--- src/common/mcs_pkg.sv ---
// package: command and status word layouts for the modem mailbox interpreter
package mcs_pkg;
   localparam int WORD_BYTES = 3;
   // first command byte fields
   localparam int MODE_LSB     = 0;
   localparam int MODE_W       = 4;
   localparam int SIG_LSB      = 4;
   localparam int SIG_W        = 2;
   localparam int ANS_ORIG_BIT = 7;
   // receive first byte extra controls
   localparam int RX_ANS_TONE_BIT = 4;
   localparam int RX_TX_SYNC_BIT  = 5;
   localparam int RX_CD_LEVEL_BIT = 6;
   // second command byte fields
   localparam int ATTEN_LSB      = 0;
   localparam int ATTEN_W        = 5;
   localparam int RX_LEVEL_BIT   = 1;
   localparam int RX_ADDCLK_BIT  = 3;
   localparam int SCRAMBLE_BIT   = 5;
   localparam int X64_BIT        = 6;
   localparam int RATE_BIT       = 7;
   // third byte
   localparam int DIR_BIT        = 0;
   localparam int TX_DATA_LSB    = 1;
   localparam int TX_DATA_W      = 6;
   localparam int TX_ENABLE_BIT  = 7;
   // receive status layout
   localparam int ST_PRE_LSB     = 1;
   localparam int ST_PRE_W       = 4;
   localparam int ST_S1A_BIT     = 6;
   localparam int ST_S1B_BIT     = 7;
   localparam int ST_EQ_BIT      = 4;
   localparam int ST_SQ_BIT      = 5;
   localparam int ST_CD_BIT      = 6;
   localparam int ST_POST_LSB    = 1;
   localparam int ST_POST_W      = 6;
   localparam int ST_ANS_DET_BIT = 7;
   localparam logic [7:0] BYTE_RESET = 8'h00;
   typedef enum logic [3:0] {
      MCS_MODE_OFF    = 4'h0,
      MCS_MODE_V22BIS = 4'h1,
      MCS_MODE_V22    = 4'h2,
      MCS_MODE_B212   = 4'h3,
      MCS_MODE_V23    = 4'h4,
      MCS_MODE_V21    = 4'h5,
      MCS_MODE_B103   = 4'h6,
      MCS_MODE_DTMF   = 4'h7
   } mcs_mode_t;
   typedef enum logic [1:0] {
      MCS_SIG_OFF  = 2'h0,
      MCS_SIG_550  = 2'h1,
      MCS_SIG_RSVD = 2'h2,
      MCS_SIG_1800 = 2'h3
   } mcs_sig_t;
endpackage

--- src/common/mcs_byte_if.sv ---
// interface: byte handshake between the interpreter and its status word serialiser
`timescale 1ns/1ps
interface mcs_byte_if;
   logic       load;
   logic [7:0] word0;
   logic [7:0] word1;
   logic [7:0] word2;
   logic       ready;
   logic       valid;
   logic [7:0] data;
   logic       last;
   logic       busy;
   modport src (output load, word0, word1, word2, ready, input valid, data, last, busy);
   modport ser (input load, word0, word1, word2, ready, output valid, data, last, busy);
endinterface

--- src/rtl/mcs_status_ser.sv ---
// status word serialiser: sends three stored bytes, first byte first
`timescale 1ns/1ps
module mcs_status_ser
   import mcs_pkg::*;
(
   input wire logic clk,
   input wire logic rst,
   mcs_byte_if.ser  bi
);
   logic [7:0] held [WORD_BYTES];
   logic [1:0] idx;
   logic       active;

   // a load while busy is ignored so a word is never torn mid-transfer
   always_ff @(posedge clk or posedge rst) begin
      if (rst) begin
         active <= 1'b0;
         idx    <= 2'h0;
      end else if (!active && bi.load) begin
         active <= 1'b1;
         idx    <= 2'h0;
      end else if (active && bi.ready) begin
         if (idx == 2'(WORD_BYTES - 1)) begin
            active <= 1'b0;
            idx    <= 2'h0;
         end else begin
            idx <= idx + 2'h1;
         end
      end
   end

   always_ff @(posedge clk or posedge rst) begin
      if (rst) begin
         held[0] <= BYTE_RESET;
         held[1] <= BYTE_RESET;
         held[2] <= BYTE_RESET;
      end else if (!active && bi.load) begin
         held[0] <= bi.word0;
         held[1] <= bi.word1;
         held[2] <= bi.word2;
      end
   end

   assign bi.valid = active;
   assign bi.data  = active ? held[idx] : BYTE_RESET;
   assign bi.last  = active && (idx == 2'(WORD_BYTES - 1));
   assign bi.busy  = active;
endmodule

--- src/rtl/mcs_cmd_status.sv ---
// modem mailbox command word decoder and receive status word builder
`timescale 1ns/1ps
// Operation
// - first transmit byte bits 0-3 pick transmit mode, 0111 is tone dialling
// - transmit signalling 00 off, 01 550Hz tone, 11 1800Hz tone
// - in tone dialling, first byte bit 7 picks high or low tone
// - in tone dialling, second byte bit 7 picks dual or single tone
// - receive byte one: mode, 0111 call progress; then tone, sync, level, direction
// - in QAM/DPSK unused data bits of receive status read as one
// - status byte one bits 6-7 report S1; call progress uses bit 7
// - status byte two: equalised bit 4, quality bit 5, carrier bit 6
// - QAM/DPSK pre-descramble data in byte one bits 1-4, post in byte three
module mcs_cmd_status
   import mcs_pkg::*;
(
   input  wire logic       clk,
   input  wire logic       rst,
   input  wire logic       cmd_valid,
   input  wire logic [7:0] cmd_byte,
   input  wire logic       cmd_restart,
   output logic            cmd_done,
   output logic            cmd_reserved_err,
   output mcs_mode_t       tx_mode,
   output mcs_sig_t        tx_signalling,
   output logic            tx_answer_originate_select,
   output logic            tx_dtmf_high_tone,
   output logic [4:0]      tx_attenuation,
   output logic            tx_scrambler_on,
   output logic            tx_x64_on,
   output logic            tx_rate_select,
   output logic            tx_dtmf_dual_tone,
   output logic [5:0]      tx_data,
   output logic            tx_enable,
   output mcs_mode_t       rx_mode,
   output logic            rx_call_progress,
   output logic            rx_answer_tone_sel,
   output logic            rx_tx_sync,
   output logic            rx_cd_level,
   output logic            rx_answer_originate_select,
   output logic            rx_line_level,
   output logic            rx_add_clocks,
   output logic            rx_descrambler_on,
   output logic            rx_x64_on,
   output logic            rx_rate_select,
   input  wire logic       st_req,
   input  wire logic [3:0] st_pre_data,
   input  wire logic [5:0] st_post_data,
   input  wire logic [2:0] st_data_width,
   input  wire logic       st_s1_det,
   input  wire logic       st_cp_tone_det,
   input  wire logic       st_eq_done,
   input  wire logic       st_quality_ok,
   input  wire logic       st_carrier_det,
   input  wire logic       st_answer_tone_det,
   input  wire logic       st_ready,
   output logic            st_valid,
   output logic [7:0]      st_byte,
   output logic            st_last,
   output logic            st_busy
);
   logic [7:0] cmd_b0;
   logic [7:0] cmd_b1;
   logic [1:0] cmd_idx;
   logic       word_done;
   logic       is_rx;
   logic       rsvd_bad;
   logic       qam;
   logic [5:0] keep_mask;
   logic [7:0] st0;
   logic [7:0] st1;
   logic [7:0] st2;

   mcs_byte_if bi ();

   // collect bytes; the third byte completes the word
   always_ff @(posedge clk or posedge rst) begin
      if (rst) begin
         cmd_idx <= 2'h0;
         cmd_b0  <= BYTE_RESET;
         cmd_b1  <= BYTE_RESET;
      end else if (cmd_restart) begin
         cmd_idx <= 2'h0;
      end else if (cmd_valid) begin
         case (cmd_idx)
            2'h0: begin
               cmd_b0  <= cmd_byte;
               cmd_idx <= 2'h1;
            end
            2'h1: begin
               cmd_b1  <= cmd_byte;
               cmd_idx <= 2'h2;
            end
            default: begin
               cmd_idx <= 2'h0;
            end
         endcase
      end
   end

   assign word_done = cmd_valid && !cmd_restart && (cmd_idx == 2'h2);
   assign is_rx     = cmd_byte[DIR_BIT];

   // reserved bits must be zero; a violating word is flagged, still obeyed
   always_comb begin
      rsvd_bad = 1'b0;
      if (is_rx) begin
         rsvd_bad = cmd_b1[2] || (cmd_byte[7:1] != 7'h00);
      end else begin
         rsvd_bad = cmd_b0[6] || (cmd_b0[5:4] == MCS_SIG_RSVD);
      end
   end

   always_ff @(posedge clk or posedge rst) begin
      if (rst) begin
         cmd_done         <= 1'b0;
         cmd_reserved_err <= 1'b0;
      end else begin
         cmd_done         <= word_done;
         cmd_reserved_err <= word_done && rsvd_bad;
      end
   end

   // transmit settings change only when the whole word is in
   always_ff @(posedge clk or posedge rst) begin
      if (rst) begin
         tx_mode                    <= MCS_MODE_OFF;
         tx_signalling              <= MCS_SIG_OFF;
         tx_answer_originate_select <= 1'b0;
         tx_dtmf_high_tone          <= 1'b0;
         tx_attenuation             <= 5'h00;
         tx_scrambler_on            <= 1'b0;
         tx_x64_on                  <= 1'b0;
         tx_rate_select             <= 1'b0;
         tx_dtmf_dual_tone          <= 1'b0;
         tx_data                    <= 6'h00;
         tx_enable                  <= 1'b0;
      end else if (word_done && !is_rx) begin
         tx_mode         <= mcs_mode_t'(cmd_b0[MODE_LSB +: MODE_W]);
         tx_signalling   <= mcs_sig_t'(cmd_b0[SIG_LSB +: SIG_W]);
         tx_attenuation  <= cmd_b1[ATTEN_LSB +: ATTEN_W];
         tx_scrambler_on <= cmd_b1[SCRAMBLE_BIT];
         tx_x64_on       <= cmd_b1[X64_BIT];
         tx_data         <= cmd_byte[TX_DATA_LSB +: TX_DATA_W];
         tx_enable       <= cmd_byte[TX_ENABLE_BIT];
         if (cmd_b0[MODE_LSB +: MODE_W] == MCS_MODE_DTMF) begin
            tx_dtmf_high_tone <= cmd_b0[ANS_ORIG_BIT];
            tx_dtmf_dual_tone <= cmd_b1[RATE_BIT];
         end else begin
            tx_answer_originate_select <= cmd_b0[ANS_ORIG_BIT];
            tx_rate_select             <= cmd_b1[RATE_BIT];
         end
      end
   end

   always_ff @(posedge clk or posedge rst) begin
      if (rst) begin
         rx_mode                    <= MCS_MODE_OFF;
         rx_answer_tone_sel         <= 1'b0;
         rx_tx_sync                 <= 1'b0;
         rx_cd_level                <= 1'b0;
         rx_answer_originate_select <= 1'b0;
         rx_line_level              <= 1'b0;
         rx_add_clocks              <= 1'b0;
         rx_descrambler_on          <= 1'b0;
         rx_x64_on                  <= 1'b0;
         rx_rate_select             <= 1'b0;
      end else if (word_done && is_rx) begin
         rx_mode                    <= mcs_mode_t'(cmd_b0[MODE_LSB +: MODE_W]);
         rx_answer_tone_sel         <= cmd_b0[RX_ANS_TONE_BIT];
         rx_tx_sync                 <= cmd_b0[RX_TX_SYNC_BIT];
         rx_cd_level                <= cmd_b0[RX_CD_LEVEL_BIT];
         rx_answer_originate_select <= cmd_b0[ANS_ORIG_BIT];
         rx_line_level              <= cmd_b1[RX_LEVEL_BIT];
         rx_add_clocks              <= cmd_b1[RX_ADDCLK_BIT];
         rx_descrambler_on          <= cmd_b1[SCRAMBLE_BIT];
         rx_x64_on                  <= cmd_b1[X64_BIT];
         rx_rate_select             <= cmd_b1[RATE_BIT];
      end
   end

   // same code as tone dialling means call progress detection on receive
   assign rx_call_progress = (rx_mode == MCS_MODE_DTMF);
   assign qam = (rx_mode == MCS_MODE_V22BIS) || (rx_mode == MCS_MODE_V22)
             || (rx_mode == MCS_MODE_B212);

   // in QAM/DPSK modes, bits at and above the live data width are unused and forced high
   always_comb begin
      keep_mask = 6'h00;
      for (int i = 0; i < ST_POST_W; i++) begin
         keep_mask[i] = (3'(i) < st_data_width);
      end
   end

   always_comb begin
      st0 = BYTE_RESET;
      st1 = BYTE_RESET;
      st2 = BYTE_RESET;
      st0[DIR_BIT] = 1'b1;
      st1[ST_EQ_BIT] = st_eq_done;
      st1[ST_SQ_BIT] = st_quality_ok;
      st1[ST_CD_BIT] = st_carrier_det;
      st2[ST_ANS_DET_BIT] = st_answer_tone_det;
      if (rx_call_progress) begin
         st0[ST_S1B_BIT] = st_cp_tone_det;
      end else begin
         st0[ST_S1A_BIT] = st_s1_det;
         st0[ST_S1B_BIT] = st_s1_det;
      end
      if (qam) begin
         st0[ST_PRE_LSB +: ST_PRE_W] = st_pre_data | ~keep_mask[3:0];
         st2[ST_POST_LSB +: ST_POST_W] = st_post_data | ~keep_mask;
      end else begin
         st2[ST_POST_LSB +: ST_POST_W] = st_post_data;
      end
   end

   assign bi.load  = st_req;
   assign bi.word0 = st0;
   assign bi.word1 = st1;
   assign bi.word2 = st2;
   assign bi.ready = st_ready;

   mcs_status_ser u_ser (
      .clk (clk),
      .rst (rst),
      .bi  (bi)
   );

   assign st_valid = bi.valid;
   assign st_byte  = bi.data;
   assign st_last  = bi.last;
   assign st_busy  = bi.busy;
endmodule

--- config.mk ---
export PLATFORM = sky130hd
export DESIGN_NAME = mcs_cmd_status
export DESIGN_NICKNAME = d
export VERILOG_FILES = /design/src/common/mcs_pkg.sv /design/src/common/mcs_byte_if.sv /design/src/rtl/mcs_status_ser.sv /design/src/rtl/mcs_cmd_status.sv
export SDC_FILE = /design/constraint.sdc
export NUM_CORES = 1
export LEC_CHECK = 0
export BUFFER_PORTS_ARGS = -buffer_cell sky130_fd_sc_hd__buf_2
export CAP_MARGIN = 20
export CORE_MARGIN = 3
export CORE_UTILIZATION = 52
export CTS_CLUSTER_DIAMETER = 30
export DETAILED_ROUTE_END_ITERATION = 12
export GPL_TIMING_DRIVEN = 0
export PLACE_DENSITY = 0.79
export SKIP_CTS_REPAIR_TIMING = 1
export SKIP_LAST_GASP = 1
export SYNTH_ARGS = -nofsm -noshare
export SYNTH_HDL_FRONTEND = slang
export SYNTH_SLANG_ARGS = --single-unit
--- constraint.sdc ---
create_clock -name clk -period 3.1 [get_ports clk]
set_clock_uncertainty 0.1 [all_clocks]
set_input_delay 0.31 -clock clk [delete_from_list [all_inputs] [get_ports clk]]
set_output_delay 0.31 -clock clk [all_outputs]
set_load 0.05 [all_outputs]
==> results of run 1 <==
per-layer routing:
layer / global-route usage, % / vias to the layer above / wire (um)
li1: - / 1086 / -
met1: 24.8 / 1129 / 2950
met4: 6.76 / 0 / 45
met3: 5.19 / 6 / 398
met2: 35.3 / 65 / 3550
met5: 0 / - / 0
final timing paths:
check | to | cells past startpoint | from
max | st_byte[6] | 5 | u_ser.idx[1]$_DFFE_PP0P_
min | u_ser.held[13]$_DFFE_PP0N_ | 3 | st_quality_ok
max reg2reg | cmd_b0[1]$_DFFE_PP0P_ | 2 | cmd_idx[1]$_DFFE_PP0P_
min reg2reg | u_ser.held[16]$_DFFE_PP0N_ | 1 | u_ser.held[16]$_DFFE_PP0N_
max in group asynchronous | tx_data[2]$_DFFE_PP0P_ | 4 | rst
min in group asynchronous | u_ser.idx[1]$_DFFE_PP0P_ | 3 | rst
logic make-up after synthesis:
group / Yosys count / synth area share [%]
flip-flops: 77 / 58.6
AND/OR/NAND/NOR: 76 / 11.8
AO/OA/AOI/OAI: 25 / 5.48
multiplexers: 62 / 21.0
buffers and inverters: 20 / 3.20
area by class of cell:
| type | instances | area, sq um |
|---|---|---|
| timing repair buffer | 83 | 443 |
| fill | 467 | 1970 |
| tap | 75 | 93.8 |
| sequential | 77 | 1930 |
| clock inverter | 5 | 83.8 |
| multi-input combinational | 163 | 1260 |
| inverter | 7 | 28.8 |
| clock buffer | 11 | 141 |
| buffer | 13 | 78.8 |
critical path: cells and delay by family, from the launching register on:
family / cells / cell delay [ps]
AND/OR/NAND/NOR: 2 / 350
buffers and inverters: 2 / 730
flip-flops: 1 / 330
AO/OA/AOI/OAI: 1 / 160
state kept, by name (all words and copies together), names as in the netlist, 2 cells and up:
| register | count |
|---|---|
| cmd_b0 | 8 |
| cmd_idx | 2 |
| tx_signalling | 2 |
| tx_mode | 4 |
| u_ser.held | 17 |
| tx_data | 6 |
| cmd_b1 | 8 |
| rx_mode | 4 |
| u_ser.idx | 2 |
| tx_attenuation | 5 |
layout by cell type (no fill, tap or decap), types with 4 or more instances in the layout:
| cell | n |
|---|---|
| nand2_1 | 29 |
| inv_1 | 6 |
| buf_2 | 84 |
| o22ai_1 | 4 |
| mux2_2 | 55 |
| nor3b_1 | 4 |
| clkbuf_8 | 10 |
| dfrtp_1 | 77 |
| nor2b_1 | 4 |
| mux2i_1 | 7 |
| a21oi_1 | 5 |
| o21ai_0 | 6 |
| nor2_1 | 21 |
| clkbuf_1 | 7 |
power by group through the flow:
stage | sequential (uW) | combinational, uW | clock, uW
floorplan | 1670 | 764 | 0
global placement | 1410 | 1320 | 0
detailed placement | 1420 | 1350 | 0
CTS | 1400 | 1350 | 854
global route | 1430 | 1440 | 902
finish | 1400 | 1340 | 834
per-stage QoR:
| stage | instance area (sq um) | setup TNS, ps |
|---|---|---|
| 2_1_floorplan | 3290 | 0 |
| 3_3_place_gp | 3790 | -10400 |
| 3_5_place_dp | 3820 | 0 |
| 4_1_cts | 4040 | 0 |
| 5_1_grt | 4050 | 0 |
| 6_report | 4050 | 0 |
==> run_results.csv, run 1 <==
group,metric,value,unit
floorplan,die_width,85.5,um
layout,area_growth,23.2,%
pwr,clockPowerShare,23.3,%
placement,dp_slack,1160,ps
setup_path,path_class,"flop to output port",
global_routing,grt_pass1_wl,11.6,mm
setup_path,crit_path_start_kind,"flop",
drt,antenna_left,0,
drt,drc,0,
global_routing,grt_max_degree,64,
floorplan,start_util,54.6,%
logic_synthesis,postSynthAreaPerCell,12.7,sq um
floorplan,dieHeight,85.5,um
setup_path,worstPathCellList,"clkbuf_1, nor2b_1, nand2_1, a21boi_0, buf_2",
placement,place.gp.congestion,0.879,
setup_path,crit_fanout,8,
sta,finalCriticalPeriod,2310,ps
logic_synthesis,ys.flop_type,"dfrtp_1",
sta,finalCritPeriodShare,74.5,%
logic_synthesis,yosys_warnings,0,
layout,diodes,0,
logic_synthesis,yosys.area.top_type,"dfrtp_1",
global_routing,grt_pass1_vias,2443,
sta,finalHoldViolations,0,
logic_synthesis,yosysUniqueCellTypes,35,
pwr,combPwrFrac,37.6,%
logic_synthesis,syn_nets,293,
setup_path,setup.worst_path.end_class,"output port",
setup_path,max_stage_delay,440,ps
drt,drtPass1Iterations,4,
clock_tree,cts_tree,"built",
placement,dp_hpwl,5.05,mm
clock_tree,clkTransAtPathRegs,80,ps
logic_synthesis,yosys-top-cells-count,"77 x dfrtp_1, 55 x mux2_2, 29 x nand2_1, 21 x nor2_1",
pwr,swShare,40.0,%
clock_tree,clk_latency,340,ps
drt,drtIter0Drc,53,
clock_tree,cts-htree-levels,3,
clock_tree,clk_path_buf_depth,2,
clock_tree,numCtsBuffers,9,
drt,vias,2286,
global_routing,gr-usage-all-layers,20.3,%
hold_path,min-delay-path-class,"input pin to flop",
sta,fin_ws,792,ps
layout,final_cell_count_no_fill,434,
run_status,status,"complete, no violations",
sta,worst_slew_pin_slew,943,ps
sta,max_slew_margin,37.0,%
setup_path,crit_arrival,1900,ps
global_routing,gr-total-overflow,0,
logic_synthesis,synth-seq-cells,77,
sta,fin_hold_ws,71.1,ps
sta,fmax,433,MHz
pwr,power_frac_seq,39.1,%
clock_tree,cts-root-buf,"clkbuf_8",
layout,layout-drive-gt1-share,46.2,%
drt,viasPerCell,5.27,
logic_synthesis,yosysTopAreaCellShare,58.6,%
pwr,p_sw,1430,uW
floorplan,ios,84,
clock_tree,cts_sinks,77,
layout,fin_util,67.3,%
placement,port-buffer-count,81,
pwr,power,3580,uW
pwr,power.internal,2140,uW
logic_synthesis,synth.area.top_cells,"dfrtp_1 59%, mux2_2 19%, nand2_1 3.3%",
drt,routed_wl,6.94,mm
sta,drv_slew,0,
pwr,powerDensity,882,nW/um^2
setup_path,critPathRequiredTime,2690,ps
sta,rsz0062_at_grt,"no",
logic_synthesis,yosysMostFrequentCell,"dfrtp_1",
run,cap_violations,0,
logic_synthesis,ys_seq_area_share,58.6,%
logic_synthesis,synth-edff-count,0,
logic_synthesis,netlist_instances,260,
drt,wire_per_inst,16.0,um
setup_path,reg2reg_slack,1160,ps
floorplan,num_rows,28,
pwr,irDropWorstVdd,0.000667,V
sta,setup_viol,0,
placement,dp.cells,417,
global_routing,antenna_found_initial,0,
setup_path,slowest_stage,"clkbuf_1",
logic_synthesis,async_flop_share,100,%
pwr,leakage,0.00209,uW
floorplan,dieArea,7320,sq um
layout,final_nets,387,
floorplan,core,6030,sq um
logic_synthesis,synth_area,3290,sq um
No activity file was read; power rests on OpenSTA's default activity.
==> run 2, diff against run 1 <==
Settings changed: CORE_UTILIZATION 52 to 47, PLACE_DENSITY 0.79 to 0.75.
Clock period 3.1 ns to 2 ns, I/O delays scaled along.
==> run 2 against run 1 <==
Net effect:
- flip-flop and latch count unchanged
- count of clock-buffer cells in the layout did not move
- critical path type unchanged
- first-iteration DRC count fell by 3.8%
- critical endpoint is now st_byte[0]
- register-to-register slack worse by 1000 ps
==> run_results.csv, run 2 (synthesis results as in run 1) <==
group,metric,value,unit
drt,drtPass1Iterations,4,
clock_tree,cts_sinks,77,
global_routing,grt_pass1_vias,2341,
drt,antenna_left,0,
placement,dp_hpwl,5.08,mm
setup_path,path_class,"flop to output port",
layout,area_growth,26.8,%
sta,fin_ws,117,ps
setup_path,critPathRequiredTime,1700,ps
layout,final_nets,394,
floorplan,dieHeight,89.7,um
clock_tree,numCtsBuffers,9,
drt,wire_per_inst,15.5,um
placement,place.gp.congestion,0.862,
pwr,powerDensity,1320,nW/um^2
sta,drv_slew,0,
drt,drc,0,
layout,reg_top3,"u_ser.held (17), cmd_b0 (8), cmd_b1 (8)",
layout,regMostFlops,"u_ser.held",
sta,fmax,531,MHz
pwr,leakage,0.00212,uW
placement,dp.cells,436,
run_status,status,"complete, no violations",
layout,diodes,0,
layout,fin_util,63.5,%
pwr,power,5490,uW
global_routing,grt_pass1_wl,11.5,mm
placement,port-buffer-count,81,
layout,final_cell_count_no_fill,459,
sta,finalCritPeriodShare,94.1,%
pwr,irDropWorstVdd,0.000632,V
run,cap_violations,0,
floorplan,die_width,89.7,um
setup_path,crit_fanout,9,
floorplan,core,6570,sq um
drt,routed_wl,7.13,mm
floorplan,ios,84,
floorplan,num_rows,29,
setup_path,crit_path_start_kind,"flop",
floorplan,dieArea,8040,sq um
placement,placed_area,3870,sq um
clock_tree,clk_path_buf_depth,2,
clock_tree,cts-htree-levels,3,
global_routing,gr-total-overflow,0,
sta,finalCriticalPeriod,1880,ps
placement,dp_slack,142,ps
sta,max_slew_margin,42.1,%
layout,layout-drive-gt1-share,47.3,%
layout,final_common_cell,"buf_2",
drt,drtIter0Drc,51,
sta,finalHoldViolations,0,
sta,rsz0062_at_grt,"no",
hold_path,min-delay-path-class,"input pin to flop",
global_routing,grt_max_degree,43,
drt,vias,2303,
layout,layout_common_cells,"83 x buf_2, 75 x dfrtp_1, 55 x mux2_2, 29 x nand2_1, 20 x nor2_1",
clock_tree,clk_latency,340,ps
clock_tree,clkTransAtPathRegs,80,ps
clock_tree,cts_tree,"built",
drt,viasPerCell,5.02,
clock_tree,cts-root-buf,"clkbuf_8",
sta,worst_slew_pin_slew,866,ps
floorplan,start_util,50.1,%
sta,setup_viol,0,
setup_path,crit_arrival,1580,ps
global_routing,antenna_found_initial,0,
setup_path,setup.worst_path.end_class,"output port",
layout,design_area,4170,sq um
global_routing,gr-usage-all-layers,18.9,%
layout,largest_reg_flops,17,
==> run 2: changes by cell type in the layout (fill, tap and decap cells not counted), sizes merged <==
| cell | previous run | this run |
|---|---|---|
| buf | 89 | 90 |
| bufinv | 2 | 1 |
| clkbuf | 17 | 15 |
| clkinv | 1 | 2 |
| clkinvlp | 2 | 3 |
| dlygate4sd3 | 1 | 9 |
| inv | 7 | 6 |
==> run 2: final cells by class <==
type                            count  area (sq um)
Fill cell                         536          2400
Sequential cell                    77          1930
Multi-Input combinational cell    163          1270
Timing Repair Buffer               92           546
Clock buffer                       11           151
Tap cell                           93           116
Buffer                             11          71.3
Clock inverter                      5          58.8
Inverter                            7          30.0
==> run 2: critical path, cell delays in order, from the launching register on <==
cell and delay [ps]:
dfrtp_1 480, nand2b_2 300, nor3b_2 240, buf_4 230
==> run 2: path summary, 6_finish.rpt <==
check	slack (ps)	cells past startpoint	to	from
worst max-delay path	120	3	st_byte[0]	u_ser.idx[0]$_DFFE_PP0P_
worst min-delay path	10	3	u_ser.held[17]$_DFFE_PP0N_	st_pre_data[0]
worst max register to register	130	2	cmd_b0[7]$_DFFE_PP0P_	cmd_idx[1]$_DFFE_PP0P_
worst min register to register	380	2	u_ser.held[22]$_DFFE_PP0N_	u_ser.held[22]$_DFFE_PP0N_
max in group asynchronous	820	5	cmd_b0[1]$_DFFE_PP0P_	rst
min in group asynchronous	280	3	u_ser.held[18]$_DFFE_PP0N_	rst
==> run 2: routing by layer <==
layer	share of wire [%]	wire length (um)	track usage, %
met4	0.48	34	5.82
met5	0	0	0
met1	45	3200	24.5
met2	49	3500	30.5
met3	5.6	397	5.93
==> run 2: power by group <==
| group | internal [uW] | switching [uW] |
|---|---|---|
| sequential | 1940 | 279 |
| combinational | 675 | 1390 |
| clock | 645 | 565 |
| total | 3260 | 2230 |
==> run 2: per-stage QoR <==
| step | TNS [ps] | hold slack (ps) |
|---|---|---|
| 4_1_cts | -565 | -275 |
| 6_report | 0 | 13.0 |
| 5_1_grt | 0 | 2.71 |
| 2_1_floorplan | 0 | 166 |
| 3_5_place_dp | 0 | 98.3 |
| 3_3_place_gp | 0 | 302 |
==> run 3, diff against run 2 <==
Settings changed: CELL_PAD_IN_SITES_DETAIL_PLACEMENT set to 1, CELL_PAD_IN_SITES_GLOBAL_PLACEMENT set to 1, CORE_UTILIZATION 47 to 37, PLACE_DENSITY 0.75 to unset, PLACE_DENSITY_LB_ADDON set to 0.1.
==> run 3 against run 2 <==
Net effect:
- the run now ends with hold timing left
- register-to-register slack barely moved
- flip-flop and latch count did not move
- first-iteration DRC count rose by 45%
- clock power rose by 18%
- global-route usage fell by 2.6 points
- sequential share of layout area fell by 0.60 points
- critical path depth did not move
- routed wire length rose by 8.5%
- critical path type unchanged
- highest routed layer unchanged
==> run_results.csv, run 3 (synthesis results as in run 1) <==
group,metric,value,unit
run_status,status,"finished, violations left",
run_status,violations,"hold timing",
clock_tree,clk_latency,340,ps
pwr,power,5720,uW
floorplan,ios,84,
layout,final_nets,394,
pwr,irDropWorstVdd,0.000538,V
placement,dp.cells,448,
layout,largest_reg_flops,17,
clock_tree,cts-root-buf,"clkbuf_8",
global_routing,grt_pass1_wl,12.8,mm
clock_tree,clkTransAtPathRegs,80,ps
setup_path,r2r_end,"rx_cd_level$_DFFE_PP0P_",
drt,drtIter0Drc,74,
drt,wire_per_inst,16.5,um
sta,drv_slew,0,
sta,finalCriticalPeriod,1910,ps
global_routing,gr-total-overflow,0,
drt,antenna_left,0,
floorplan,core,8420,sq um
placement,port-buffer-count,81,
sta,finalCritPeriodShare,95.4,%
setup_path,max_stage_delay,470,ps
setup_path,worstPathCellList,"nand2b_2, nor3b_2, buf_2",
layout,regMostFlops,"u_ser.held",
sta,setup_tns,0,ps
global_routing,gr-usage-all-layers,16.3,%
setup_path,crit_fanout,9,
hold_path,min_from,"st_post_data[1]",
sta,max_slew_margin,50.7,%
layout,layout_common_cells,"83 x buf_2, 75 x dfrtp_1, 55 x mux2_2, 29 x nand2_1, 20 x nor2_1",
sta,finalHoldViolations,1,
setup_path,reg2reg_slack,140,ps
setup_path,crit_arrival,1610,ps
sta,worst_slew_pin_slew,736,ps
setup_path,cp_num_buf_inv,1,
setup_path,path_class,"flop to output port",
layout,final_cell_count_no_fill,470,
layout,final_common_cell,"buf_2",
drt,viasPerCell,4.93,
drt,drc,0,
drt,vias,2315,
drt,routed_wl,7.74,mm
sta,setup_viol,0,
setup_path,setup.worst_path.end_class,"output port",
placement,dp_hpwl,5.66,mm
global_routing,grt_max_degree,30,
setup_path,r2r_start,"cmd_idx[0]$_DFFE_PP0P_",
setup_path,crit_path_start_kind,"flop",
layout,diodes,0,
setup_path,cp_top_family,"simple AND/OR/NAND/NOR gates",
pwr,leakage,0.00215,uW
clock_tree,cts_tree,"built",
drt,drtPass1Iterations,4,
floorplan,dieArea,10100,sq um
setup_path,slowest_stage,"dfrtp_1",
layout,layout-drive-gt1-share,47.7,%
clock_tree,cts_sinks,77,
setup_path,r2r_cells,5,
hold_path,min-delay-path-class,"input pin to flop",
hold_path,hold_path_end,"u_ser.held[2]$_DFFE_PP0N_",
layout,area_growth,28.5,%
clock_tree,cts-htree-levels,3,
pwr,powerDensity,1350,nW/um^2
setup_path,critPathRequiredTime,1700,ps
sta,fmax,524,MHz
setup_path,crit_cells,3,
clock_tree,numCtsBuffers,9,
clock_tree,clk_path_buf_depth,2,
sta,fin_hold_ws,-1.84,ps
floorplan,start_util,39.1,%
run,cap_violations,0,
floorplan,dieHeight,100,um
layout,reg_top3,"u_ser.held (17), cmd_b0 (8), cmd_b1 (8)",
floorplan,num_rows,33,
floorplan,die_width,100,um
placement,place.gp.congestion,0.764,
global_routing,grt_pass1_vias,2451,
global_routing,antenna_found_initial,0,
hold_path,holdPathStages,3,
[run 3: per-stage QoR]
| step | utilization [%] | instance area, sq um | hold WS (ps) | setup slack [ps] |
|---|---|---|---|---|
| CTS | 49.0 | 4130 | -194 | -251 |
| finish | 50.2 | 4230 | -1.84 | 91.5 |
| global placement | 45.6 | 3840 | 304 | 33.2 |
| floorplan | - | 3300 | 166 | 23.5 |
| detailed placement | 46.0 | 3880 | 188 | 56.2 |
| global route | 50.2 | 4230 | 3.62 | -16.1 |
[run 3: power by group]
group / total (uW) / switching (uW) / internal (uW) / leakage (uW)
sequential: 2190 / 249 / 1940 / 0.000986
clock: 1430 / 539 / 889 / 0.000125
combinational: 2100 / 1420 / 676 / 0.00104
[run 3: worst max path at each step]
stage / to / start
after floorplan: st_byte[4] / u_ser.idx[1]$_DFFE_PP0P_
after global placement: cmd_b0[3]$_DFFE_PP0P_ / cmd_idx[1]$_DFFE_PP0P_
after detailed placement: cmd_b0[1]$_DFFE_PP0P_ / cmd_idx[1]$_DFFE_PP0P_
after CTS: st_byte[6] / u_ser.idx[1]$_DFFE_PP0P_
after global routing: st_byte[0] / u_ser.idx[0]$_DFFE_PP0P_
final: st_byte[0] / u_ser.idx[0]$_DFFE_PP0P_
[run 3: routing by layer]
layer | wire (um) | vias to the layer above | track usage [%]
met5 | 0 | - | 0
met3 | 407 | 11 | 3.47
met1 | 3410 | 1141 | 20.8
met2 | 3800 | 66 | 27.0
li1 | - | 1097 | -
met4 | 121 | 0 | 6.22
[run 3: worst reg2reg max path: stages (launching register included)]
cell and delay, ps:
dfrtp_1 440, nand4bb_2 340, inv_1 150, nand2_1 130
clkbuf_4 270, mux2_2 310
[run 3: layout make-up]
class / count / area, sq um
inverters: 7 / 30.0
clock inverters: 4 / 95.1
fillers: 907 / 4200
well taps: 105 / 131
plain buffers: 11 / 73.8
repair buffers: 92 / 533
multi-input cells: 163 / 1280
flip-flops and latches: 77 / 1930
clock buffers: 11 / 151
